[src/pkg/panel_map.svh]
`ifndef PANEL_MAP_SVH
`define PANEL_MAP_SVH

// key codes
`define KEY_DIGIT_MAX      5'h09
`define KEY_ENTER          5'h0a
`define KEY_RESET          5'h0b
`define KEY_SET_FIRST      5'h0c
`define KEY_FILT_FIRST     5'h11
`define KEY_FILT_LAST      5'h13
`define KEY_SET_LAST       5'h15
`define KEY_STORE_SEL      5'h01
`define KEY_ADDR_SEL       5'h03
`define KEY_RECALL_SEL     5'h06

// settings and setup slots
`define NUM_SETTINGS       10
`define NUM_SLOTS          10
`define SET_WARN_IDX       8
`define SET_ALERT_IDX      9
`define SETTING_RESET      16'h0000
`define ALARM_LEVEL_RESET  16'h03ff

// serial address
`define ADDR_RESET         5'h00
`define ADDR_MAX           5'h10

// timing
`define CLK_FREQ_KHZ       100000
`define SHOW_TIMEOUT_MS    20000
`define BANNER_TIMEOUT_MS  3000

`endif

[src/pkg/panel_pkg.sv]
`default_nettype none

package panel_pkg;

  typedef enum logic [2:0]
  {
    ST_NORMAL,
    ST_SHOW,
    ST_PREFIX,
    ST_STORE,
    ST_RECALL,
    ST_ADDR,
    ST_BANNER
  } state_type;

  typedef enum logic [2:0]
  {
    DISP_READOUT,
    DISP_SETTING,
    DISP_OVERLOAD,
    DISP_STORE,
    DISP_RECALL,
    DISP_ADDR,
    DISP_LOCKED,
    DISP_UNLOCKED
  } disp_kind_type;

endpackage

`default_nettype wire

[src/hw/key_event.sv]
`default_nettype none

module key_event
(
  // clock and reset
  input  wire logic       clk,
  input  wire logic       rst,
  // debounced key level
  input  wire logic       key_valid,
  input  wire logic [4:0] key_code,
  // one pulse per press
  output logic            press,
  output logic [4:0]      press_code
);

  logic held_reg;

  always_ff @(posedge clk)
  begin
    if (rst)
      held_reg <= 1'b1;
    else
      held_reg <= key_valid;
  end

  always_ff @(posedge clk)
  begin
    if (rst)
    begin
      press      <= 1'b0;
      press_code <= 5'h00;
    end
    else
    begin
      press      <= key_valid && !held_reg;
      press_code <= key_code;
    end
  end
endmodule

`default_nettype wire

[src/hw/panel_keypad_command_fsm.sv]
// Functional notes
// - after reset the unit is in panel mode, keys only from keypad
// - remote command enters serial mode only with option fitted and strap
// - panel mode readout (normal state only) shows flashing overload while AC or DC output overloads
// - warning and alert LEDs light when DC value exceeds their levels
// - setting key shows setting; ENTER accepts and returns to readout
// - shown setting returns to readout by itself after about 20 s
// - filter keys need filter option; address sequence needs serial option
// - reset key clears warning and alert alarm states together
// - ENTER then 1 enters store mode with flashing prompt; ten slots
// - slot digit then ENTER in store mode saves setup, back to normal
// - store or recall mode with no key leaves by itself to normal
// - ENTER then 6 enters recall mode with flashing recall prompt
// - slot digit then ENTER in recall mode loads setup, back to normal
// - ENTER then reset toggles the keyboard lock
// - locked keyboard ignores all but ENTER and reset; locked banner
// - unlocking shows the unlocked banner for a few seconds
// - serial mode continuously shows the serial address readout
// - serial mode lets the host program every keypad setting
// - ENTER then 3 shows address; value 0 to 16 then ENTER installs
// - address zero disables serial mode and is the reset address
// - up to 16 units share a host; one addressed talker at a time
`include "panel_map.svh"
`default_nettype none

module panel_keypad_command_fsm
#(
  parameter int              SET_W         = 10,
  parameter int              NUM_SLOT      = `NUM_SLOTS,
  parameter longint unsigned SHOW_CYCLES   =
    longint'(`SHOW_TIMEOUT_MS) * longint'(`CLK_FREQ_KHZ),
  parameter longint unsigned BANNER_CYCLES =
    longint'(`BANNER_TIMEOUT_MS) * longint'(`CLK_FREQ_KHZ)
)
(
  // clock and reset
  input  wire logic             CLK,
  input  wire logic             RST,
  // keypad
  input  wire logic             KEY_VALID,
  input  wire logic [4:0]       KEY_CODE,
  // option straps
  input  wire logic             FILTER_FITTED,
  input  wire logic             SERIAL_FITTED,
  input  wire logic             MODE_STRAP,
  // serial host
  input  wire logic             REMOTE_CMD,
  input  wire logic             LOCAL_CMD,
  input  wire logic             HOST_SET_VALID,
  input  wire logic [3:0]       HOST_SET_SEL,
  input  wire logic [SET_W-1:0] HOST_SET_DATA,
  // measurement status
  input  wire logic             AC_OVERLOAD,
  input  wire logic             DC_OVERLOAD,
  input  wire logic [SET_W-1:0] DC_VALUE,
  // display and indicators
  output var panel_pkg::disp_kind_type DISP_KIND,
  output logic [SET_W-1:0]      DISP_VALUE,
  output logic                  DISP_FLASH,
  output logic                  WARN_LED,
  output logic                  ALERT_LED,
  output logic                  REMOTE_MODE,
  output logic                  KBD_LOCKED,
  output logic [4:0]            SERIAL_ADDR
);

  localparam int NUM_SET = `NUM_SETTINGS;
  localparam logic [31:0] SHOW_LAST   = 32'(SHOW_CYCLES - 1);
  localparam logic [31:0] BANNER_LAST = 32'(BANNER_CYCLES - 1);

  if (SET_W < 5 || SET_W > 16 || NUM_SLOT < 1 || NUM_SLOT > 10 ||
      SHOW_CYCLES < 1 || SHOW_CYCLES > 64'h0000_0000_ffff_ffff ||
      BANNER_CYCLES < 1 || BANNER_CYCLES > 64'h0000_0000_ffff_ffff)
  begin : bad_params
    $error("unsupported parameter values");
  end

  function automatic logic is_digit(input logic [4:0] c);
    return c <= `KEY_DIGIT_MAX;
  endfunction

  function automatic logic setting_key(input logic [4:0] c,
                                       input logic       filt);
    return c >= `KEY_SET_FIRST && c <= `KEY_SET_LAST &&
           (filt || c < `KEY_FILT_FIRST || c > `KEY_FILT_LAST);
  endfunction

  logic                      press;
  logic [4:0]                pcode;
  panel_pkg::state_type      state_reg;
  panel_pkg::state_type      state_next;
  logic                      remote_reg;
  logic                      lock_reg;
  logic                      warn_reg;
  logic                      alert_reg;
  logic [4:0]                addr_reg;
  logic [SET_W-1:0]          setting_reg [NUM_SET];
  logic [SET_W-1:0]          setup_mem_reg [NUM_SLOT][NUM_SET];
  logic [3:0]                sel_reg;
  logic [SET_W-1:0]          edit_reg;
  logic                      edit_seen_reg;
  logic [3:0]                slot_reg;
  logic                      slot_seen_reg;
  logic [31:0]               timer_reg;
  logic                      timeout;
  logic                      key_ok;
  logic                      k_enter;
  logic                      k_reset;
  logic                      k_digit;
  logic                      k_set;
  logic                      remote_ok;
  logic                      store_go;
  logic                      recall_go;
  logic                      addr_go;
  logic                      set_go;
  logic                      lock_go;
  logic                      alarm_clr;
  logic                      warn_hit;
  logic                      alert_hit;

  key_event u_keys
  (
    .clk        (CLK),
    .rst        (RST),
    .key_valid  (KEY_VALID),
    .key_code   (KEY_CODE),
    .press      (press),
    .press_code (pcode)
  );

  // key qualification
  assign key_ok    = press && !remote_reg &&
                     (!lock_reg || pcode == `KEY_ENTER ||
                      pcode == `KEY_RESET);
  assign k_enter   = key_ok && pcode == `KEY_ENTER;
  assign k_reset   = key_ok && pcode == `KEY_RESET;
  assign k_digit   = key_ok && is_digit(pcode);
  assign k_set     = key_ok && setting_key(pcode, FILTER_FITTED);
  assign remote_ok = REMOTE_CMD && SERIAL_FITTED && MODE_STRAP &&
                     addr_reg != `ADDR_RESET && !remote_reg;
  assign store_go  = state_reg == panel_pkg::ST_STORE && k_enter &&
                     slot_seen_reg && 32'(slot_reg) < NUM_SLOT;
  assign recall_go = state_reg == panel_pkg::ST_RECALL && k_enter &&
                     slot_seen_reg && 32'(slot_reg) < NUM_SLOT;
  assign addr_go   = state_reg == panel_pkg::ST_ADDR && k_enter &&
                     edit_seen_reg && edit_reg <= SET_W'(`ADDR_MAX);
  assign set_go    = state_reg == panel_pkg::ST_SHOW && k_enter &&
                     edit_seen_reg;
  assign lock_go   = state_reg == panel_pkg::ST_PREFIX && k_reset;
  assign alarm_clr = state_reg == panel_pkg::ST_NORMAL && k_reset;
  assign warn_hit  = DC_VALUE > setting_reg[`SET_WARN_IDX];
  assign alert_hit = DC_VALUE > setting_reg[`SET_ALERT_IDX];
  assign timeout   = state_reg != panel_pkg::ST_NORMAL &&
                     timer_reg == (state_reg == panel_pkg::ST_BANNER ?
                                   BANNER_LAST : SHOW_LAST);

  // command sequencing
  always_comb
  begin
    state_next = state_reg;
    if (remote_reg || remote_ok)
      state_next = panel_pkg::ST_NORMAL;
    else if (timeout && !press)
      state_next = panel_pkg::ST_NORMAL;
    else
    begin
      case (state_reg)
        panel_pkg::ST_NORMAL:
          if (k_enter)
            state_next = panel_pkg::ST_PREFIX;
          else if (k_set)
            state_next = panel_pkg::ST_SHOW;
        panel_pkg::ST_SHOW:
          if (k_enter)
            state_next = panel_pkg::ST_NORMAL;
        panel_pkg::ST_PREFIX:
          if (key_ok)
          begin
            if (pcode == `KEY_STORE_SEL)
              state_next = panel_pkg::ST_STORE;
            else if (pcode == `KEY_RECALL_SEL)
              state_next = panel_pkg::ST_RECALL;
            else if (pcode == `KEY_ADDR_SEL && SERIAL_FITTED)
              state_next = panel_pkg::ST_ADDR;
            else if (pcode == `KEY_RESET)
              state_next = panel_pkg::ST_BANNER;
            else
              state_next = panel_pkg::ST_NORMAL;
          end
        panel_pkg::ST_STORE,
        panel_pkg::ST_RECALL,
        panel_pkg::ST_ADDR:
          if (k_enter)
            state_next = panel_pkg::ST_NORMAL;
        panel_pkg::ST_BANNER:
          state_next = panel_pkg::ST_BANNER;
        default:
          state_next = panel_pkg::ST_NORMAL;
      endcase
    end
  end

  always_ff @(posedge CLK)
  begin
    if (RST)
      state_reg <= panel_pkg::ST_NORMAL;
    else
      state_reg <= state_next;
  end

  // idle timer, restarted by any press or state change
  always_ff @(posedge CLK)
  begin
    if (RST || press || state_next != state_reg ||
        state_reg == panel_pkg::ST_NORMAL)
      timer_reg <= 32'h0000_0000;
    else
      timer_reg <= timer_reg + 32'h0000_0001;
  end

  // control mode
  always_ff @(posedge CLK)
  begin
    if (RST)
      remote_reg <= 1'b0;
    else if (remote_ok)
      remote_reg <= 1'b1;
    else if (LOCAL_CMD)
      remote_reg <= 1'b0;
  end

  // keyboard lock
  always_ff @(posedge CLK)
  begin
    if (RST)
      lock_reg <= 1'b0;
    else if (lock_go)
      lock_reg <= !lock_reg;
  end

  // serial address
  always_ff @(posedge CLK)
  begin
    if (RST)
      addr_reg <= `ADDR_RESET;
    else if (addr_go)
      addr_reg <= edit_reg[4:0];
  end

  // alarms: a level still exceeded wins over the reset key
  always_ff @(posedge CLK)
  begin
    if (RST)
    begin
      warn_reg  <= 1'b0;
      alert_reg <= 1'b0;
    end
    else
    begin
      warn_reg  <= warn_hit || (warn_reg && !alarm_clr);
      alert_reg <= alert_hit || (alert_reg && !alarm_clr);
    end
  end

  // edited value and selected setting
  always_ff @(posedge CLK)
  begin
    if (RST)
    begin
      sel_reg       <= 4'h0;
      edit_reg      <= '0;
      edit_seen_reg <= 1'b0;
    end
    else if (k_set && (state_reg == panel_pkg::ST_NORMAL ||
                       state_reg == panel_pkg::ST_SHOW))
    begin
      sel_reg       <= 4'(pcode - `KEY_SET_FIRST);
      edit_reg      <= setting_reg[4'(pcode - `KEY_SET_FIRST)];
      edit_seen_reg <= 1'b0;
    end
    else if (state_reg == panel_pkg::ST_PREFIX && key_ok &&
             pcode == `KEY_ADDR_SEL)
    begin
      edit_reg      <= SET_W'(addr_reg);
      edit_seen_reg <= 1'b0;
    end
    else if (k_digit && (state_reg == panel_pkg::ST_SHOW ||
                         state_reg == panel_pkg::ST_ADDR))
    begin
      edit_reg      <= SET_W'(32'(edit_seen_reg ? edit_reg : '0) * 32'd10
                              + 32'(pcode));
      edit_seen_reg <= 1'b1;
    end
  end

  // slot number for store and recall
  always_ff @(posedge CLK)
  begin
    if (RST || state_reg == panel_pkg::ST_PREFIX)
    begin
      slot_reg      <= 4'h0;
      slot_seen_reg <= 1'b0;
    end
    else if (k_digit && (state_reg == panel_pkg::ST_STORE ||
                         state_reg == panel_pkg::ST_RECALL))
    begin
      slot_reg      <= pcode[3:0];
      slot_seen_reg <= 1'b1;
    end
  end

  // active setup
  always_ff @(posedge CLK)
  begin
    if (RST)
    begin
      for (int i = 0; i < NUM_SET; i++)
        setting_reg[i] <= SET_W'(`SETTING_RESET);
      setting_reg[`SET_WARN_IDX]  <= SET_W'(`ALARM_LEVEL_RESET);
      setting_reg[`SET_ALERT_IDX] <= SET_W'(`ALARM_LEVEL_RESET);
    end
    else if (set_go)
      setting_reg[sel_reg] <= edit_reg;
    else if (recall_go)
    begin
      for (int i = 0; i < NUM_SET; i++)
        setting_reg[i] <= setup_mem_reg[slot_reg][i];
    end
    else if (remote_reg && HOST_SET_VALID && 32'(HOST_SET_SEL) < NUM_SET)
      setting_reg[HOST_SET_SEL] <= HOST_SET_DATA;
  end

  // stored setups
  always_ff @(posedge CLK)
  begin
    if (RST)
    begin
      for (int s = 0; s < NUM_SLOT; s++)
        for (int i = 0; i < NUM_SET; i++)
          setup_mem_reg[s][i] <= SET_W'(`SETTING_RESET);
    end
    else if (store_go)
    begin
      for (int i = 0; i < NUM_SET; i++)
        setup_mem_reg[slot_reg][i] <= setting_reg[i];
    end
  end

  // display
  always_ff @(posedge CLK)
  begin
    if (RST)
    begin
      DISP_KIND  <= panel_pkg::DISP_READOUT;
      DISP_VALUE <= '0;
      DISP_FLASH <= 1'b0;
    end
    else if (remote_reg)
    begin
      DISP_KIND  <= panel_pkg::DISP_ADDR;
      DISP_VALUE <= SET_W'(addr_reg);
      DISP_FLASH <= 1'b0;
    end
    else
    begin
      DISP_KIND  <= panel_pkg::DISP_READOUT;
      DISP_VALUE <= DC_VALUE;
      DISP_FLASH <= 1'b0;
      case (state_reg)
        panel_pkg::ST_NORMAL:
          if (AC_OVERLOAD || DC_OVERLOAD)
          begin
            DISP_KIND  <= panel_pkg::DISP_OVERLOAD;
            DISP_FLASH <= 1'b1;
          end
        panel_pkg::ST_SHOW:
        begin
          DISP_KIND  <= panel_pkg::DISP_SETTING;
          DISP_VALUE <= edit_reg;
        end
        panel_pkg::ST_STORE:
        begin
          DISP_KIND  <= panel_pkg::DISP_STORE;
          DISP_VALUE <= SET_W'(slot_reg);
          DISP_FLASH <= 1'b1;
        end
        panel_pkg::ST_RECALL:
        begin
          DISP_KIND  <= panel_pkg::DISP_RECALL;
          DISP_VALUE <= SET_W'(slot_reg);
          DISP_FLASH <= 1'b1;
        end
        panel_pkg::ST_ADDR:
        begin
          DISP_KIND  <= panel_pkg::DISP_ADDR;
          DISP_VALUE <= edit_reg;
        end
        panel_pkg::ST_BANNER:
          DISP_KIND  <= lock_reg ? panel_pkg::DISP_LOCKED
                                 : panel_pkg::DISP_UNLOCKED;
        default:
          DISP_KIND  <= panel_pkg::DISP_READOUT;
      endcase
    end
  end

  assign WARN_LED    = warn_reg;
  assign ALERT_LED   = alert_reg;
  assign REMOTE_MODE = remote_reg;
  assign KBD_LOCKED  = lock_reg;
  assign SERIAL_ADDR = addr_reg;
endmodule

`default_nettype wire

[config.mk]
export PLATFORM = sky130hd
export DESIGN_NAME = panel_keypad_command_fsm
export DESIGN_NICKNAME = d
export VERILOG_FILES = /design/src/pkg/panel_pkg.sv /design/src/hw/key_event.sv /design/src/hw/panel_keypad_command_fsm.sv
export VERILOG_INCLUDE_DIRS = /design/src /design/src/pkg
export SDC_FILE = /design/constraint.sdc
export NUM_CORES = 2
export LEC_CHECK = 0
export ABC_AREA = 1
export ABC_CLOCK_PERIOD_IN_PS = 8560
export BUFFER_PORTS_ARGS = -buffer_cell sky130_fd_sc_hd__buf_4
export CORE_MARGIN = 4
export CORE_UTILIZATION = 39
export DETAILED_ROUTE_END_ITERATION = 8
export PLACE_DENSITY_LB_ADDON = 0.2
export SETUP_SLACK_MARGIN = 0.2
export SYNTH_ARGS = -nofsm -noshare
export SYNTH_HDL_FRONTEND = slang
export SYNTH_SLANG_ARGS = --single-unit
[constraint.sdc]
create_clock -name CLK -period 8.56 [get_ports CLK]
set_input_delay 1.712 -clock CLK [delete_from_list [all_inputs] [get_ports CLK]]
set_output_delay 1.712 -clock CLK [all_outputs]
set_load 0.1 [all_outputs]
After elaboration in Yosys (flattened, before gate mapping)

Memories as Yosys holds them, arrays and structs flattened. A register that Yosys moved wholly into a read port is not among the register bits.
Index checks and enable logic that the tools add are counted.

Add/subtract/negate cells: 3
$mul: 1
Divide/modulo/power cells: 0
Magnitude comparators: 10
Equal/unequal tests: 13
Shifts and indexed selects: 0
Mux-type cells: 66
Bitwise logic cells: 12
Reductions and logical operators: 71

Operators with widths:

| operator                                                               | count |
|---|---|
| 10-bit 2-to-1 mux                                                      | 18 |
| 100-bit 2-to-1 mux                                                     | 1 |
| 100-bit OR reduction                                                   | 1 |
| 1-bit logical AND                                                      | 38 |
| 3-bit 2-to-1 mux                                                       | 11 |
| 32-bit by 1-bit adder with 32-bit output, second input constant        | 1 |
| 32-bit by 31-bit == test with 1-bit output                             | 1 |
| 31-bit 2-to-1 mux                                                      | 1 |
| 1-bit 2-to-1 mux                                                       | 24 |
| 10-bit > comparator                                                    | 2 |
| 4-bit 2-to-1 mux                                                       | 5 |
| 10-bit one-hot mux with 2 select lines                                 | 1 |
| 10-bit OR reduction                                                    | 2 |
| 3-bit one-hot mux with 6 select lines                                  | 1 |
| 1-bit logical OR                                                       | 15 |
| 1-bit OR                                                               | 12 |
| 3-bit one-hot mux with 4 select lines                                  | 1 |
| 10-bit by 5-bit adder with 10-bit output                               | 1 |
| 5-bit by 4-bit == test with 1-bit output, second input constant        | 2 |
| 10-bit by 5-bit <= comparator with 1-bit output, second input constant | 1 |
| 10-bit by 3-bit multiplier with 9-bit output, second input constant    | 1 |
| 3-bit == test, second input constant                                   | 3 |
| 4-bit less-than comparator, second input constant                      | 2 |
| 3-bit by 2-bit == test with 1-bit output, second input constant        | 2 |
| 22 further kinds                                                       | 29 |

Bits in registers: 85
Latch bits: 0
RAM bits: 1100
ROM bits: 0
Input bits: 40
Logic and storage cells: 198
Memories: 2

Memories:

| memory        | words | width | rd ports | clocked after memory_dff | wr ports | line                           | RTL |
|---|---|---|---|---|---|---|---|
| setup_mem_reg | 10    | 100   | 1        | 1                        | 10       | panel_keypad_command_fsm.sv:98 | `logic [SET_W-1:0] setup_mem_reg [NUM_SLOT][NUM_SET];` |
| setting_reg   | 10    | 10    | 11       | 0                        | 10       | panel_keypad_command_fsm.sv:97 | `logic [SET_W-1:0] setting_reg [NUM_SET];` |

Logic depth before layout (Yosys ltp)

Word-level depth: 15
Gate-level depth with buffers: 17

Cells and area by module

From an unflattened synthesis, not the netlist that was laid out.

Cell total of the unflattened synthesis: 7300
Area total of the unflattened synthesis: 80030.5 um^2

By module, submodules not included:

| module                   | instances | cells an instance | area an instance (um^2) |
|---|---|---|---|
| panel_keypad_command_fsm | 1         | 7279              | 79835.3 |
| key_event                | 1         | 21                | 195.2 |

Worst setup path after synthesis

Ideal clock, no wire load.

Path type: input to register
From: input port RST
To: memory setup_mem_reg[8][0] in the netlist's numbering (enable)
Data arrival time: 4.951 ns
Slack: 3.147 ns
Stages on the path: 8
Path through: buf_2 -> nor4_2 -> nand2_1 -> nor2_1 -> nand2_1 -> clkbuf_1 -> buf_2 -> nand2_1

RTL lines:

| item            | line                           | RTL |
|---|---|---|
| start, declared | panel_keypad_command_fsm.sv:38 | `input wire logic RST,` |
| end, declared   | panel_keypad_command_fsm.sv:98 |  |

==> key figures <==
Drt
  • Post-detailed-route DRC marker count: 0
  • Drt first-iter violations: 6732
  • ANT nets after route: 0
  • Sum of routed wire length over all layers: 247000 µm
  • Wire length per cell: 23.5 µm
  • Router iterations before antenna repair: 7
  • Detailed-route vias per instance: 5.48
  • Total via count after detailed routing: 57698

Yosys
  • Avg Inst Size Synth: 10.9 µm²
  • Number of enable-type register cells in the synthesized netlist: 1760
  • Sequential element share of the synthesized area: 0.685
  • Synth unique cells: 49
  • Cells after synthesis: 7299
  • Post-Syn Area: 79700 µm²
  • Most common flop cell mapped by yosys: edfxtp_1
  • Seq cells post-synth: 1849
  • Async set-or-reset flop fraction in the synthesized netlist: 0
  • Ys Warns: 0

Timing
  • Tmin final: 4.88 ns
  • RSZ-0062 raised after global routing: no
  • Actual slew at the worst max-slew pin: 1.30 ns
  • Period Utilization, post-route: 0.571
  • Count of pins over their slew limit: 0
  • Top achievable clock speed: 205 MHz
  • Post-route setup TNS: 0 ns
  • Final setup vio count: 0
  • Final Hold Violating Endpoints: 0
  • Worst rel slew slack: 0.122
  • Post-layout worst setup margin: 3.68 ns
  • Final worst clock skew: 0.0378 ns

Setup path
  • Cells along the critical path: buf_4, inv_2, buf_4, nand4_1, buf_4, nand2_1, o21ai_1, inv_1, nand2_1, inv_1, nand4_1, nand2_1
  • Largest stage delay on the critical path: 0.84 ns
  • Cell with the largest stage delay on the worst path: nand2_1
  • Timing startpoint of the critical path: RST
  • Required @ worst endpoint: 9.00 ns
  • Startpoint-to-endpoint class of the critical path: input port to flip-flop
  • Startpoint of the lowest-slack register-to-register path: u_keys.press_code[2]
  • Crit path launch type: input port
  • Largest driver fanout on the critical path: 44
  • Signal arrival time at the worst endpoint: 5.33 ns
  • Endpoint class of the critical path: flip-flop
  • Cell family with the largest share of critical-path delay: simple AND/OR/NAND/NOR gates
  • Sum of buffers and inverters on the critical path: 6

Global routing
  • Layer carrying the most global-route usage: met2
  • GRT met2 Usage: 0.358
  • Initial antenna violation count: 4
  • First-pass GRT wire length: 365000 µm
  • Met1 global-route usage: 0.325
  • GR Overflow Total: 0
  • Maximum number of pins on one net before global-route repair: 178
  • Fraction of met3 tracks used by global routing: 0.0436
  • Vias in the first global route: 55176
  • GRT Total Usage: 0.230

Placement
  • Setup Slack @ Placement: 2.95 ns
  • Port Buf Inserts: 62
  • Final RePlAce weighted congestion: 0.873
  • Post-detail-place hpwl: 144000 µm

Clock tree
  • Clock input transition at the sequential cells of the worst setup and hold paths: 0.07 ns
  • TritonCTS clock tree: done
  • Cell chosen for the clock root: clkbuf_16
  • Cts hold-fix bufs: 0
  • Clock Latency Late Sink: 0.85 ns
  • Post-CTS resize count: 0
  • Maximum root-to-sink buffer count: 3
  • Number of sinks on the clock net: 1849
  • Number of post-CTS setup repair buffers: 0
  • H-tree depth: 4
  • Clock buffers created by TritonCTS: 194

Floorplanning
  • Horizontal die dimension: 460 µm
  • Initial standard-cell utilization of the core: 0.393
  • Site Rows: 165
  • Die outline area: 212000 µm²
  • Y dimension of the die: 460 µm
  • Placeable core area: 203000 µm²
  • I/O pin count: 63

Finish
  • Ratio of cells with drive above 1 in the final layout: 0.0643
  • Number of nets in the layout: 7785
  • Synth-to-layout area growth: 13.7%
  • Max reg flops: 1600

Power and ir drop
  • Total power divided by cell area: 212 nW/µm²
  • Maximum ir drop on the vdd rail: 0.208 mV
  • Static leakage power: 33.8 nW

Job
  • Number of max-capacitance violations reported: 0

Worst hold path
  • Source of the worst hold timing path: u_keys.held_reg
  • Worst hold path type: flip-flop to flip-flop

Outcome
  • Status: complete, no violations
-- layout make-up --
type | instances | area, µm²
Tap cell | 2672 | 3340
Sequential cell | 1849 | 54600
Clock inverter | 105 | 920
Fill cell | 19141 | 112000
Antenna cell | 2 | 5.00
Multi-Input combinational cell | 5258 | 24300
Inverter | 255 | 987
Clock buffer | 243 | 5160
Timing Repair Buffer | 145 | 1250
-- synth_stat cells (all sizes together), types with 26 or more instances --
cell / number / area, µm²
a21oi: 611 / 3060
a221oi: 31 / 272
a22oi: 162 / 1220
buf: 167 / 826
clkbuf: 369 / 1390
clkinv: 66 / 248
dfxtp: 89 / 1780
edfxtp: 1760 / 52900
ha: 40 / 500
inv: 189 / 709
nand2: 1445 / 5440
nand3: 285 / 1430
nand4: 35 / 219
nor2: 1329 / 5090
nor3: 31 / 176
o211ai: 59 / 443
o21ai: 344 / 1720
o22ai: 93 / 582
o311ai: 57 / 499
xor2: 26 / 228
-- final timing paths --
path | end | slack (ns) | cells past startpoint
worst max-delay path | setting_reg[6][6] | 3.68 | 12
worst min-delay path | u_keys.press | 0.42 | 1
worst max register to register | setup_mem_reg[7][37] | 3.75 | 12
worst min register to register | u_keys.press | 0.42 | 1
-- layer usage --
metal	routed length [µm]	part of all wire
met1	104000	0.42
met4	8180	0.033
met3	23100	0.094
met5	0	0
met2	111000	0.45
-- metrics by stage --
stage / total power (W) / hold slack (ns) / std cells / cell area (µm²) / util
6_report: 0.0192 / 0.420 / 10529 / 90600 / 0.447
3_5_place_dp: 0.0113 / 0.391 / 10179 / 84600 / 0.417
2_1_floorplan: 0.0110 / 0.373 / 7898 / 81900 / -
4_1_cts: 0.0194 / 0.393 / 10527 / 90600 / 0.447
5_1_grt: 0.0199 / 0.417 / 10528 / 90600 / 0.447
3_3_place_gp: 0.0112 / 0.390 / 10179 / 84600 / 0.417
-- layout by cell type, fill, tap and decap left out, drive strengths merged --
master / netlist / routed
a31oi: 4 / 4
a41oi: 1 / 1
clkinvlp: 0 / 5
inv: 189 / 193
nand4: 35 / 35
o21a: 4 / 4
diode: 0 / 2
clkbuf: 369 / 243
fa: 2 / 2
o41ai: 2 / 2
a21oi: 611 / 611
nor2: 1329 / 1329
o21ai: 344 / 344
o221ai: 22 / 22
o311ai: 57 / 57
a32o: 22 / 22
ha: 40 / 40
xnor2: 12 / 12
nor4: 4 / 4
clkinv: 66 / 152
a22oi: 162 / 162
buf: 167 / 145
edfxtp: 1760 / 1760
a221o: 22 / 22
o211ai: 59 / 59
a221oi: 31 / 31
dfxtp: 89 / 89
nand3: 285 / 285
xor2: 26 / 26
o2111ai: 9 / 9
a211oi: 1 / 1
nor3: 31 / 31
or2: 1 / 1
conb: 1 / 600
and3: 1 / 1
nand2: 1445 / 1445
nand3b: 2 / 2
bufinv: 0 / 10
nor3b: 1 / 1
o22ai: 93 / 93
-- power breakdown --
group	internal, W	switching [W]	leakage (nW)
clock	0.00457	0.00359	2.97
combinational	0.000131	0.000502	12.5
sequential	0.0103	0.000169	18.3
-- logic make-up (layout without fill, tap and decap cells) --
logic type / count (synthesis) / after routing / synth area share
and+or+nand+nor: 3134 / 3134 / 0.156
DFF: 1849 / 1849 / 0.685
AOI/OAI and AO/OA: 1444 / 1444 / 0.108
buffers and inverters: 791 / 748 / 0.0398
adders and majority gates: 42 / 42 / 0.00678
xor gates and xnor gates: 38 / 38 / 0.00418
other: 1 / 602 / 0.0000471
Note: power is estimated with default switching activity, not from simulation.
